**src/common/rbat_pkg.sv**
```systemverilog
// Shared constants and carrier types for the register bit access bank.
`default_nettype none

package rbat_pkg;

    // ************************************************************
    // Sizes and register indices
    // ************************************************************
    localparam int NREG = 11;
    localparam int DW = 8;
    localparam int AW = 4;

    typedef logic [DW-1:0] rbat_data_t;
    typedef logic [AW-1:0] rbat_addr_t;
    typedef logic [NREG-1:0] rbat_hit_t;
    typedef logic [NREG-1:0][DW-1:0] rbat_bank_t;

    localparam rbat_addr_t IDX_RO = 4'h0;
    localparam rbat_addr_t IDX_RDSET = 4'h1;
    localparam rbat_addr_t IDX_RC = 4'h2;
    localparam rbat_addr_t IDX_WO = 4'h3;
    localparam rbat_addr_t IDX_WC = 4'h4;
    localparam rbat_addr_t IDX_WANY = 4'h5;
    localparam rbat_addr_t IDX_LATLO = 4'h6;
    localparam rbat_addr_t IDX_LATHI = 4'h7;
    localparam rbat_addr_t IDX_SCLR = 4'h8;
    localparam rbat_addr_t IDX_SS = 4'h9;
    localparam rbat_addr_t IDX_PHY = 4'ha;
    localparam rbat_addr_t IDX_LAST = 4'ha;

    // ************************************************************
    // Data constants, reset values and reset exemption masks
    // ************************************************************
    localparam rbat_data_t DATA_ZERO = 8'h00;
    localparam rbat_data_t DATA_ONES = 8'hff;

    // Entries run from index 10 on the left down to index 0 on the right.
    localparam rbat_bank_t RST_VAL = {
        8'h00, 8'hff, 8'h00, 8'h00, 8'hff, 8'h00, 8'h00, 8'h00, 8'h00, 8'h00, 8'h00
    };
    localparam rbat_bank_t KEEP_LITE = {
        8'h00, 8'h00, 8'h00, 8'h00, 8'h00, 8'h00, 8'h00, 8'hf0, 8'h00, 8'h0f, 8'h00
    };
    localparam rbat_bank_t KEEP_SOFT = {
        8'h00, 8'h00, 8'h00, 8'h00, 8'h00, 8'h00, 8'h00, 8'hc0, 8'h00, 8'h00, 8'h00
    };

    // ************************************************************
    // Carrier structs
    // ************************************************************
    typedef struct packed {
        logic rd;
        logic wr;
        rbat_addr_t addr;
        rbat_data_t wdata;
    } rbat_req_s;

    typedef struct packed {
        rbat_data_t ro_val;
        rbat_data_t rc_set;
        rbat_data_t wc_set;
        rbat_data_t wac_set;
        rbat_data_t ll_cond;
        rbat_data_t lh_cond;
        rbat_data_t phy_cond;
    } rbat_hw_s;

    typedef struct packed {
        rbat_data_t wo_ctl;
        rbat_data_t read_sets_bit;
        rbat_data_t self_clearing;
        rbat_data_t self_setting;
    } rbat_ctl_s;

endpackage

`default_nettype wire

```
**src/rtl/rbat_bank.sv**
```systemverilog
// Register bank with one register for each bit access type.
`default_nettype none

// Summary of operation
// - Read-only register ignores writes, reads current value.
// - Read-to-set bits become one on read.
// - Read-to-clear returns contents then clears; writes ignored.
// - Write-only accepts writes; reads return zero.
// - Write one clears bit; zero leaves it.
// - Any write clears write-any-clears register.
// - Latch-low holds until register read clears.
// - Latch-high holds until register read clears.
// - Self-clearing bit returns to zero by itself.
// - Self-setting bit returns to one by itself.
// - PHY latched-high holds until read, then follows.
// - Lite-reset-exempt bits keep state on lite reset.
// - Soft-reset-exempt bits keep state on soft reset.
module rbat_bank (
    input wire logic clk_sys,
    input wire logic rstn,
    input wire logic lite_rst,
    input wire logic soft_rst,
    input wire rbat_pkg::rbat_req_s host_req,
    input wire rbat_pkg::rbat_hw_s hw_in,
    output logic [rbat_pkg::DW-1:0] rdata,
    output logic rvalid,
    output rbat_pkg::rbat_ctl_s ctl_out
);

    // ************************************************************
    // State
    // ************************************************************
    rbat_pkg::rbat_bank_t bank_r;
    rbat_pkg::rbat_bank_t bank_nxt;
    rbat_pkg::rbat_bank_t raw;
    rbat_pkg::rbat_data_t armed_r;
    rbat_pkg::rbat_data_t armed_nxt;
    rbat_pkg::rbat_data_t rdata_r;
    rbat_pkg::rbat_data_t rdata_nxt;
    rbat_pkg::rbat_data_t rd_mask;
    rbat_pkg::rbat_data_t keep;
    logic rvalid_r;
    logic rvalid_nxt;
    rbat_pkg::rbat_hit_t rd_hit;
    rbat_pkg::rbat_hit_t wr_hit;

    // ************************************************************
    // Address decode
    // ************************************************************

    // One read strobe and one write strobe per register entry.
    genvar gi;
    generate
        for (gi = 0; gi < rbat_pkg::NREG; gi++) begin : g_dec
            assign rd_hit[gi] = host_req.rd && (host_req.addr == rbat_pkg::rbat_addr_t'(gi));
            assign wr_hit[gi] = host_req.wr && (host_req.addr == rbat_pkg::rbat_addr_t'(gi));
        end
    endgenerate

    // ************************************************************
    // Next values of the access primitives
    // ************************************************************

    // Each entry applies its own read and write side effects; hardware sets win.
    always_comb begin
        raw = bank_r;
        rd_mask = rd_hit[rbat_pkg::IDX_PHY] ? rbat_pkg::DATA_ONES : rbat_pkg::DATA_ZERO;
        // Status copy that writes never reach.
        raw[rbat_pkg::IDX_RO] = hw_in.ro_val;
        // A read sets all bits and takes priority over a write.
        if (rd_hit[rbat_pkg::IDX_RDSET]) begin
            raw[rbat_pkg::IDX_RDSET] = rbat_pkg::DATA_ONES;
        end else if (wr_hit[rbat_pkg::IDX_RDSET]) begin
            raw[rbat_pkg::IDX_RDSET] = host_req.wdata;
        end
        // Read clears, writes ignored, a new event in the read cycle is kept.
        if (rd_hit[rbat_pkg::IDX_RC]) begin
            raw[rbat_pkg::IDX_RC] = hw_in.rc_set;
        end else begin
            raw[rbat_pkg::IDX_RC] = bank_r[rbat_pkg::IDX_RC] | hw_in.rc_set;
        end
        // Write-only control value.
        if (wr_hit[rbat_pkg::IDX_WO]) begin
            raw[rbat_pkg::IDX_WO] = host_req.wdata;
        end
        // Ones in the write data clear, zeros leave bits alone.
        if (wr_hit[rbat_pkg::IDX_WC]) begin
            raw[rbat_pkg::IDX_WC] = (bank_r[rbat_pkg::IDX_WC] & ~host_req.wdata)
                | hw_in.wc_set;
        end else begin
            raw[rbat_pkg::IDX_WC] = bank_r[rbat_pkg::IDX_WC] | hw_in.wc_set;
        end
        // Any write clears the whole entry whatever the data.
        if (wr_hit[rbat_pkg::IDX_WANY]) begin
            raw[rbat_pkg::IDX_WANY] = hw_in.wac_set;
        end else begin
            raw[rbat_pkg::IDX_WANY] = bank_r[rbat_pkg::IDX_WANY] | hw_in.wac_set;
        end
        // Latch low holds a zero until a read releases it to the live level.
        if (rd_hit[rbat_pkg::IDX_LATLO]) begin
            raw[rbat_pkg::IDX_LATLO] = hw_in.ll_cond;
        end else begin
            raw[rbat_pkg::IDX_LATLO] = bank_r[rbat_pkg::IDX_LATLO] & hw_in.ll_cond;
        end
        // Latch high holds a one until a read releases it to the live level.
        if (rd_hit[rbat_pkg::IDX_LATHI]) begin
            raw[rbat_pkg::IDX_LATHI] = hw_in.lh_cond;
        end else begin
            raw[rbat_pkg::IDX_LATHI] = bank_r[rbat_pkg::IDX_LATHI] | hw_in.lh_cond;
        end
        // Written ones stand for one cycle, then clear themselves.
        raw[rbat_pkg::IDX_SCLR] = wr_hit[rbat_pkg::IDX_SCLR] ? host_req.wdata
            : rbat_pkg::DATA_ZERO;
        // Written zeros stand for one cycle, then set themselves.
        raw[rbat_pkg::IDX_SS] = wr_hit[rbat_pkg::IDX_SS] ? host_req.wdata
            : rbat_pkg::DATA_ONES;
        // Unread bits hold high; read bits follow the condition.
        raw[rbat_pkg::IDX_PHY] = hw_in.phy_cond
            | (bank_r[rbat_pkg::IDX_PHY] & ~(armed_r | rd_mask));
    end

    // Lite and soft resets restore the non-exempt bits of every entry.
    always_comb begin
        bank_nxt = raw;
        keep = rbat_pkg::DATA_ONES;
        for (int i = 0; i < rbat_pkg::NREG; i++) begin
            keep = (lite_rst ? rbat_pkg::KEEP_LITE[i] : rbat_pkg::DATA_ONES)
                & (soft_rst ? rbat_pkg::KEEP_SOFT[i] : rbat_pkg::DATA_ONES);
            bank_nxt[i] = (raw[i] & keep) | (rbat_pkg::RST_VAL[i] & ~keep);
        end
    end

    // Read tracking for the PHY latch; cleared when the bit falls or on any reset.
    always_comb begin
        armed_nxt = (armed_r | rd_mask) & raw[rbat_pkg::IDX_PHY];
        if (lite_rst || soft_rst) begin
            armed_nxt = rbat_pkg::DATA_ZERO;
        end
    end

    // ************************************************************
    // Read data path
    // ************************************************************

    // Read data shows the contents before the read side effect.
    always_comb begin
        rvalid_nxt = host_req.rd;
        rdata_nxt = rdata_r;
        if (host_req.rd) begin
            if (host_req.addr > rbat_pkg::IDX_LAST || host_req.addr == rbat_pkg::IDX_WO) begin
                rdata_nxt = rbat_pkg::DATA_ZERO;
            end else begin
                rdata_nxt = bank_r[host_req.addr];
            end
        end
    end

    // ************************************************************
    // Registers
    // ************************************************************

    // Hard reset loads the defined reset values.
    always_ff @(posedge clk_sys or negedge rstn) begin
        if (!rstn) begin
            bank_r <= rbat_pkg::RST_VAL;
            armed_r <= rbat_pkg::DATA_ZERO;
            rdata_r <= rbat_pkg::DATA_ZERO;
            rvalid_r <= 1'b0;
        end else begin
            bank_r <= bank_nxt;
            armed_r <= armed_nxt;
            rdata_r <= rdata_nxt;
            rvalid_r <= rvalid_nxt;
        end
    end

    // Outputs come straight from flip-flops: the read data and flag registers and the bank.
    assign rdata = rdata_r;
    assign rvalid = rvalid_r;
    assign ctl_out.wo_ctl = bank_r[rbat_pkg::IDX_WO];
    assign ctl_out.read_sets_bit = bank_r[rbat_pkg::IDX_RDSET];
    assign ctl_out.self_clearing = bank_r[rbat_pkg::IDX_SCLR];
    assign ctl_out.self_setting = bank_r[rbat_pkg::IDX_SS];

    logic no_rst;
    assign no_rst = !lite_rst && !soft_rst;
endmodule

`default_nettype wire

```
**config.mk**
```make
export PLATFORM = sky130hd
export DESIGN_NAME = rbat_bank
export DESIGN_NICKNAME = d
export VERILOG_FILES = /design/src/common/rbat_pkg.sv /design/src/rtl/rbat_bank.sv
export SDC_FILE = /design/constraint.sdc
export NUM_CORES = 1
export LEC_CHECK = 0
export ABC_AREA = 1
export BUFFER_PORTS_ARGS = -buffer_cell sky130_fd_sc_hd__buf_2
export CORE_MARGIN = 5
export CORE_UTILIZATION = 44
export CTS_BUF_LIST = sky130_fd_sc_hd__clkbuf_2
export DETAILED_ROUTE_END_ITERATION = 10
export PLACE_DENSITY = 0.78
export SLEW_MARGIN = 20
export SYNTH_ARGS = -nofsm -noshare
export SYNTH_HDL_FRONTEND = slang
export SYNTH_SLANG_ARGS = --single-unit
export TNS_END_PERCENT = 30
```
**constraint.sdc**
```tcl
create_clock -name clk_sys -period 2.1 [get_ports clk_sys]
set_input_delay 0 -clock clk_sys [delete_from_list [all_inputs] [get_ports clk_sys]]
set_output_delay 0 -clock clk_sys [all_outputs]
set_load 0.05 [all_outputs]
```
; Yosys cells after proc, flatten, opt, wreduce, memory -nomap -nowiden
; Cells that the tools add are included.
; W data, S select, Z words.
[word_totals]
ramBits = 0
rom_bits = 0
mem_count = 0
latchBits = 0
register_bits = 105
[classes]
div = 0
bitwise = 30
n_shift = 0
reduce_logical = 13
n_mux = 20
n_eq_ne = 10
order_cmp = 2
mul = 0
n_addsub = 0
[op_table]
columns = cell, count
row1 = $and A8 B8 Y8, 18
row2 = $mux W8, 17
row3 = $or A8 B8 Y8, 9
row4 = $bmux W8 S4, 1
row5 = $not A8 Y8, 3
row6 = $eq A4 B3 Y1 const B, 4
row7 = $eq A4 B4 Y1 const B, 3
row8 = $logic_and A1 B1 Y1, 11
row9 = $eq A4 B2 Y1 const B, 2
row10 = $mux W6, 1
row11 = $lt A4 B5 Y1 const B, 1
row12 = $eq A4 B1 Y1 const B, 1
row13 = $gt A4 B4 Y1 const B, 1
row14 = $mux W4, 1
row15 = $logic_or A1 B1 Y1, 2

; Longest topological paths before layout
; Gate-level depths: netlist of run 1.
[depth]
word_depth = 9
mapped_depth = 10
depth_no_buf = 9

; Least setup slack after synthesis of run 1
; No wires, ideal clock.
[synth_timing]
path_type = reg-to-reg
startpoint = register bank_r[48] (netlist name)
endpoint = register rdata_r[0] (netlist: rdata[0])
path_stages_with_launch = 9
required_ns = 2.023
path_slack_ns = 1.102
path_buffers = 0
setup_ns = 0.077
arrival_ns = 0.920
cell_sequence = dfstp_2 > inv_1 > nand2_1 > nand2_1 > nand2_1 > nand3_1 > nand2_1 > nand2_1 > a21oi_1
[synth_via]
elab_chain_len = 3
[synth_rtl]
columns = item, line
row1 = from (decl), rbat_bank.sv:33  ; rbat_pkg::rbat_bank_t bank_r;
row2 = from (signal assigned), rbat_bank.sv:165  ; bank_r <= rbat_pkg::RST_VAL;
row3 = from (signal assigned), rbat_bank.sv:170  ; bank_r <= bank_nxt;
row4 = $bmux W8 S4, rbat_bank.sv:153  ; rdata_nxt = bank_r[host_req.addr];
row5 = $mux W8 (not written as such), rbat_bank.sv:153
row6 = $mux W8, rbat_bank.sv:150  ; if (host_req.addr > rbat_pkg::IDX_LAST || host_req.addr == rbat_pkg::IDX_WO) begin
row7 = to (signal assigned), rbat_bank.sv:167  ; rdata_r <= rbat_pkg::DATA_ZERO;
row8 = to (signal assigned), rbat_bank.sv:172  ; rdata_r <= rdata_nxt;
row9 = to (decl), rbat_bank.sv:38  ; rbat_pkg::rbat_data_t rdata_r;
; No other way between the ends. The select of a mux whose other input is x is not followed.
; A chain may end at the register's enable or synchronous reset.

==> flow_summary.toml, run 1 <==
[layout]
seq_area_sq_mm = 0.00265
nFillCells = 938
nNetsFinal = 927
area_growth_pct = 34.8
multi_input_area_sq_mm = 0.00180
post_route_cells_drive_above_1_share_pct = 20.6

[detailed_routing]
vias = 5052
wire_per_inst_um = 16.0
first_pass_iters = 5
antenna_left = 0
drc = 0
wl_um = 16000
via_per_inst = 5.04
drt_iter0_drc = 336

[synth]
ys.flop_type = "dfrtp_1"
syn_inst = 650
synth_most_common_cell = "nand2_1"
synth_cell_types = 28
yosys.area.top_type = "dfrtp_1"
synth_area_sq_mm = 0.00519
ys_ff_latch = 105
synth_area_leaders = "dfrtp_1, nand2_1, dfstp_2"
synth_top_area_share_pct = 42.9
synth_fp_nets = 724
yosysSeqAreaShare_pct = 51.0
async_flop_share_pct = 100
synth_edf_count = 0
ys_warn_count = 0
synth_area_per_cell_sq_um = 7.98
synth_commonest_cells = "nand2_1, inv_1, nor2_1"

[clock_network]
clkLatencyLatePin_ps = 600
clockRootBuffer = "clkbuf_2"
clockBufferDepth = 2
cts_tree = "yes"
cts_buffers = 9
cts_setup_buffers = 0
post_cts_resized = 0
cts-htree-levels = 3
cts.sinks = 105
clkTransAtPathRegs_ps = 270

[critical_path]
cp-start-kind = "input port"
r2r_start = "bank_r[55]"
endpoint_kind = "register"
path_class = "input port to register"
r2r-end = "bank_r[55]"
worstPathRequired_ps = 2630
critical_path_peak_fanout = 11
cp.arrival_ps = 2440
r2r_slack_ps = 720
reg2reg_depth = 3

[run]
maxCapViolCount = 0

[floorplan]
row_count = 39
pin_count = 115
die_w_um = 119
die_h_um = 119
coreArea_sq_mm = 0.0115
die_area_sq_mm = 0.0141
initial_core_util_pct = 45.3

[timing]
grt_setup_unrepaired = "false"
hold_viol_final = 0
fin_crit_sh_pct = 90.6
worst_pin_slew_ps = 400
fin_tns_setup_ps = 0
max_freq_mhz = 525
fin_crit_ps = 1900
report.final.slew_viol_count = 0
timing.slew.headroom_pct = 73.3
fin_skew_ps = 25.6
setup_violations = 0
setup_ws_ps = 197

[power]
power_mw = 4.01
p_leak_nw = 3.68
powerDensity_mw_per_mm2 = 573
ir_drop_v = 0.000330

[grt]
grt_pass1_wl_um = 25700
grt_usage_pct = 22.9
grt_pass1_vias = 5141
antenna_found_initial = 2
grt_max_degree = 48
gr-total-overflow = 0

[placement]
gp_routability_congestion = 0.995
hpwl_um = 10500
dp_slack_ps = 715
portBuffers = 114

[worst_hold_path]
hp-class = "input port to register"
hold_depth = 6
holdPathEnd = "rdata[1]"
hp-start = "host_req[8]"

[status]
status = "complete, no violations"
## where the power goes
part           switching, mW  internal (mW)  leakage (nW)
sequential            0.0516           2.11          1.36
combinational          0.482          0.325          2.24
clock                  0.642          0.392        0.0787
total                   1.18           2.83          3.68
## registers in the layout, indices dropped and copies added (netlist names)
signal and cells:
bank_r 56, rvalid 1, ctl_out 32, rdata 8
armed_r 8
## metrics by stage
step	util, %	hold WS (ps)	instance area [sq um]	instances
detailed placement	49.4	9.35	5670	866
CTS	61.0	69.8	6990	1001
global placement	49.4	10.2	5670	866
finish	61.0	86.1	7000	1002
global route	61.0	83.2	7000	1002
floorplan	-	-296	5190	650
## cell families after synthesis
logic type	Yosys count	synth area share, %
simple gates	298	24.8
buf+inv	155	14.3
flops	105	51.0
compound gates	92	9.84
## area by class of cell
class / instances / area share [%]
diodes: 1 / 0.0358
clock buffers: 11 / 0.787
clock inverters: 5 / 1.02
inverters: 107 / 5.76
multi-input cells: 390 / 25.7
flip-flops and latches: 105 / 37.8
well taps: 143 / 2.56
repair buffers: 240 / 26.3
## placed cells by master (no fill, tap or decap)
cell type	netlist	layout
nand3_2	4	4
dfrtp_1	89	89
nand3_4	2	2
nor2_8	1	1
clkbuf_2	0	11
buf_4	37	7
dfstp_2	16	16
nor3_4	1	1
o21ai_0	20	20
o21ai_1	8	8
clkinv_1	2	5
a21oi_1	48	48
nor2_2	3	3
or2_0	1	1
nor2_1	101	101
nor2_4	4	4
nand2_1	148	148
bufinv_16	0	2
clkinv_2	1	1
a211oi_1	4	4
dlygate4sd3_1	0	118
buf_2	0	113
nand2_2	5	5
o211ai_1	8	8
nor3_1	8	8
diode_2	0	1
a211oi_2	2	2
buf_12	0	2
o21bai_1	2	2
inv_1	101	101
nand3_1	20	20
inv_2	3	3
## layer usage
layer | vias to the layer above | wire, um | global-route usage (%)
met2 | 230 | 7670 | 37.6
met1 | 2387 | 6560 | 29.3
li1 | 2376 | - | -
met3 | 57 | 1160 | 5.68
met4 | 2 | 598 | 8.86
met5 | - | 13 | 0
## critical path: stages
cell	delay, ps
dlygate4sd3_1	560
buf_2	290
inv_1	160
nor2_1	210
buf_4	220
nand3_2	190
a21oi_1	180
dlygate4sd3_1	570
nor2_1	50
## worst max path at each step
stage	startpoint	end	slack, ps	cells past startpoint
floorplan	bank_r[48]	rdata[0]	1100	8
global placement	host_req[9]	bank_r[20]	740	7
detailed placement	host_req[9]	bank_r[20]	710	7
CTS	host_req[9]	bank_r[20]	260	9
global route	host_req[9]	bank_r[18]	90	9
finish	host_req[9]	bank_r[23]	200	9
## what timing repair did
item | in CTS | in global routing
hold endpoints to repair | 201 | 0
hold buffers | 119 | 0
endpoints found under the setup margin | 0 | 0
Power figures use the tool's default switching activity.
==> run 2, diff against run 1 <==
- CELL_PAD_IN_SITES_DETAIL_PLACEMENT: default -> 2
- CELL_PAD_IN_SITES_GLOBAL_PLACEMENT: default -> 2
- CORE_UTILIZATION: 44 -> 35
- CTS_BUF_LIST: sky130_fd_sc_hd__clkbuf_2 -> sky130_fd_sc_hd__clkbuf_8
- PLACE_DENSITY: 0.78 -> 0.95
==> run 2 against run 1 <==
Clock power up 40%. Via count is 0.12% higher. Clock-buffer cell count fell by 2. Final area is 5.3% lower. Total power increased by 11%. Worst setup slack gained 480 ps. Register-to-register slack better by 40 ps. Fmax is 33% higher.
==> flow_summary.toml, run 2 (synthesis gave the netlist of run 1 again) <==
[grt]
grt_pass1_wl_um = 36000
gr-total-overflow = 0
grt_usage_pct = 26.5
grt_pass1_vias = 5970
grt_max_degree = 42
antenna_found_initial = 0

[timing]
grt_setup_unrepaired = "false"
fin_crit_sh_pct = 67.9
fin_tns_setup_ps = 0
fin_crit_ps = 1430
hold_ws_ps = 81.5
worst_pin_slew_ps = 606
hold_viol_final = 0
fin_skew_ps = 18.2
report.final.slew_viol_count = 0
setup_ws_ps = 674
timing.slew.headroom_pct = 59.6
max_freq_mhz = 701
setup_violations = 0

[clock_network]
cts_buffers = 9
clkTransAtPathRegs_ps = 110
clkLatencyLatePin_ps = 390
cts.sinks = 105
cts-htree-levels = 3
cts_tree = "yes"
clockRootBuffer = "clkbuf_8"
clockBufferDepth = 2

[placement]
hpwl_um = 15000
portBuffers = 114
dp_slack_ps = 490
gp_routability_congestion = 0.868
place_inst = 908
placed_cell_area_sq_mm = 0.00572

[floorplan]
die_h_um = 132
initial_core_util_pct = 35.7
die_w_um = 132
pin_count = 115
row_count = 44
die_area_sq_mm = 0.0174
coreArea_sq_mm = 0.0145

[layout]
stdcell_count = 992
largest-register = "bank_r"
fin_area_sq_mm = 0.00663
nNetsFinal = 877
final_common_cell = "nand2_1"
antenna_cells = 0
fin_util_pct = 45.6
nFillCells = 1625
area_growth_pct = 27.7
post_route_cells_drive_above_1_share_pct = 22.2
final_cell_mix = "nand2_1, buf_2, inv_1"
largest_reg_flops = 56

[power]
power_mw = 4.43
ir_drop_v = 0.000347
powerDensity_mw_per_mm2 = 668
p_leak_nw = 3.48

[detailed_routing]
vias = 5058
via_per_inst = 5.10
drt_iter0_drc = 269
first_pass_iters = 5
wire_per_inst_um = 22.9
antenna_left = 0
wl_um = 22700
drc = 0

[worst_hold_path]
hp-start = "lite_rst"
holdPathEnd = "bank_r[51]"
hp-class = "input port to register"
hold_depth = 4

[status]
status = "complete, no violations"

[critical_path]
path_class = "input port to register"
worstPathRequired_ps = 2430
cp-start-kind = "input port"
endpoint_kind = "register"
cp.arrival_ps = 1760
r2r_slack_ps = 760
r2r_start = "bank_r[52]"
r2r-end = "rdata[4]"
reg2reg_depth = 8
critical_path_peak_fanout = 9

[run]
maxCapViolCount = 0
## run 2: cell types whose count changed in the layout (fill, tap and decap cells not counted), sizes merged
cell / before / now
inv: 104 / 105
dlygate4sd3: 118 / 68
clkinv: 6 / 5
diode: 1 / 0
clkbuf: 11 / 9
clkinvlp: 0 / 2
## run 2: area by class of cell
cell class                 count  area (sq um)  share of cell area, %
clock buffer                   9           124                   1.87
timing repair buffer         190          1330                   20.0
multi-input combinational    390          1800                   27.1
tap                          184           230                   3.47
clock inverter                 7          96.3                   1.45
inverter                     107           403                   6.08
sequential                   105          2650                   40.0
## run 2: worst max-delay path by stage
| stage | from | endpoint | slack, ps |
|---|---|---|---|
| 2_1_floorplan | bank_r[48] | rdata[0] | 1100 |
| 3_3_place_gp | host_req[9] | armed_r[5] | 650 |
| 3_5_place_dp | host_req[9] | armed_r[6] | 490 |
| 4_1_cts | soft_rst | ctl_out[26] | 760 |
| 5_1_grt | host_req[13] | bank_r[55] | 600 |
| 6_report | host_req[13] | bank_r[55] | 670 |
## run 2: repair_timing
item / in CTS / in global routing
resized for setup: 0 / 0
hold buffers: 68 / 0
hold endpoints to repair: 121 / 0
buffers inserted: 0 / 0
## run 2: where the power goes
group	internal [mW]	total, mW	leakage, nW	switching, mW
combinational	0.270	0.814	2.01	0.544
sequential	2.11	2.17	1.36	0.0623
clock	0.672	1.44	0.107	0.770
total	3.05	4.43	3.48	1.38
## run 2: worst max-delay path: stages
cell	delay, ps
dlygate4sd3_1	540
buf_2	130
clkinv_1	340
nor3_4	460
o21ai_0	160
nand2_1	120
## run 2: per-layer routing
metal / GRT usage, % / routed length (um) / vias to the layer above
met4: 8.11 / 540 / 0
li1: - / - / 2268
met2: 48.7 / 12100 / 146
met5: 0 / 0 / -
met1: 31.9 / 9160 / 2600
met3: 4.05 / 867 / 44
==> run 3, diff against run 2 <==
- CORE_UTILIZATION: 35 -> 29
- PLACE_DENSITY: 0.95 -> 0.89
- clock period: 2.1 -> 1.3 ns (I/O delays scaled with it)
==> run 3 against run 2 <==
Core utilization fell by 7.1 points. Via count shrank 1.2%. Global-route usage down 5.1 points. Clock skew is 1.7 ps higher. Clock power increased by 68%. Sequential share of layout area fell by 1.3 points. First-iteration DRC count fell by 1.9%. Cell count is 6.0% higher. Routed wire length shrank 4.5%. Total power up 63%. Register-to-register slack worse by 680 ps. Critical endpoint is now ctl_out[21]. Critical path type unchanged. Critical path depth unchanged. Largest power group unchanged.
==> flow_summary.toml, run 3 (synthesis gave the netlist of run 1 again) <==
[clock_network]
clockBufferDepth = 2
cts.sinks = 105
clockRootBuffer = "clkbuf_8"
cts_buffers = 9
clkTransAtPathRegs_ps = 120
clkLatencyLatePin_ps = 410
cts_tree = "yes"
cts-htree-levels = 3

[power]
power_frac_seq_pct = 48.4
power_mw = 7.23
p_leak_nw = 3.59
p_switching_mw = 2.22
powerDensity_mw_per_mm2 = 1060
p_sw_share_pct = 30.8
ir_drop_v = 0.000454
p_int_mw = 5.01
power_frac_comb_pct = 18.1
p_clk_share_pct = 33.4

[floorplan]
pin_count = 115
initial_core_util_pct = 29.2
die_h_um = 144
die_w_um = 144
coreArea_sq_mm = 0.0178
die_area_sq_mm = 0.0207
row_count = 49

[grt]
grt_pass1_wl_um = 33000
antenna_found_initial = 3
grt_usage_pct = 21.4
gr-total-overflow = 0
grt_max_degree = 53
grt_pass1_vias = 5755

[critical_path]
r2r-end = "rdata[4]"
r2r_slack_ps = 80
path_class = "input port to register"
critical_path_peak_fanout = 9
r2r_start = "bank_r[52]"
endpoint_kind = "register"
reg2reg_depth = 8
critPathLaunch = "host_req[13]"
worstPathRequired_ps = 1640
cp-start-kind = "input port"
cp-endpoint = "ctl_out[21]"
cp.arrival_ps = 1610

[placement]
placed_cell_area_sq_mm = 0.00585
dp_slack_ps = -222
hpwl_um = 15200
gp_routability_congestion = 0.894
portBuffers = 114
place_inst = 961

[timing]
setup_ws_ps = 31.3
timing.slew.headroom_pct = 64.3
setup_violations = 0
fin_skew_ps = 19.9
hold_ws_ps = 38.3
fin_crit_ps = 1270
max_freq_mhz = 788
report.final.slew_viol_count = 0
fin_crit_sh_pct = 97.6
grt_setup_unrepaired = "true"
hold_viol_final = 0
fin_tns_setup_ps = 0
worst_pin_slew_ps = 535

[status]
status = "complete, no violations"

[detailed_routing]
wire_per_inst_um = 20.6
via_per_inst = 4.75
drt_iter0_drc = 264
antenna_left = 0
first_pass_iters = 4
wl_um = 21700
vias = 4996
drc = 0

[layout]
final_cell_mix = "nand2_1, buf_2, inv_1, nor2_1, dfrtp_1"
nNetsFinal = 889
final_common_cell = "nand2_1"
largest-register = "bank_r"
largest_reg_flops = 56
fin_util_pct = 38.5
post_route_cells_drive_above_1_share_pct = 23.4
area_growth_pct = 31.8
fin_area_sq_mm = 0.00684
stdcell_count = 1052

[run]
maxCapViolCount = 0

[worst_hold_path]
hp-class = "input port to register"
-- run 3: changes by cell type in the layout (fill, tap and decap cells not counted), sizes merged --
cell / change
dlygate4sd3: +1
diode: +3
clkbuf: +1
buf: +9
dlymetal6s4s: +2
clkinv: -1
-- run 3: worst min-delay path by stage --
stage	start	end	slack [ps]	cells past startpoint
6_report	lite_rst	bank_r[51]	40	4
5_1_grt	lite_rst	bank_r[51]	40	4
4_1_cts	lite_rst	bank_r[51]	3	4
3_5_place_dp	rstn	bank_r[36]	-70	1
3_3_place_gp	rstn	bank_r[36]	-90	1
2_1_floorplan	rstn	armed_r[0]	-300	0
-- run 3: timing repair --
| action | 4_1_cts | 5_1_grt |
|---|---|---|
| endpoints found under the hold margin | 182 | 0 |
| setup endpoints to repair | 0 | 15 |
| gates resized for setup | 0 | 6 |
| hold buffers | 71 | 0 |
| setup buffers | 0 | 1 |
-- run 3: area by class of cell --
| class | count | area (sq um) |
|---|---|---|
| Clock inverter | 6 | 88.8 |
| Sequential cell | 105 | 2650 |
| Clock buffer | 10 | 138 |
| Antenna cell | 3 | 7.51 |
| Fill cell | 2033 | 10900 |
| Inverter | 107 | 403 |
| Tap cell | 229 | 287 |
| Multi-Input combinational cell | 390 | 1810 |
| Timing Repair Buffer | 202 | 1450 |
-- run 3: power by group through the flow --
stage                     clock network [mW]  registers (mW)  logic [mW]
final                                   2.42            3.50        1.31
after global routing                    2.62            3.52        1.42
after CTS                               2.45            3.50        1.29
after detailed placement                   0            3.56        1.12
after global placement                     0            3.55        1.06
after floorplan                            0            3.62       0.563
-- run 3: metal layers --
layer / vias up / track usage [%] / part of all wire, %
met5: - / 0 / 0
met4: 0 / 11.7 / 4.8
met3: 57 / 2.80 / 3.6
met2: 136 / 37.6 / 50
met1: 2515 / 25.4 / 41
li1: 2288 / - / -
-- run 3: worst max-delay path, cell delays in order --
cell and delay [ps]:
dlygate4sd3_1 530, buf_2 270, nand3_1 350, o211ai_1 240
nand2_1 110, inv_1 100
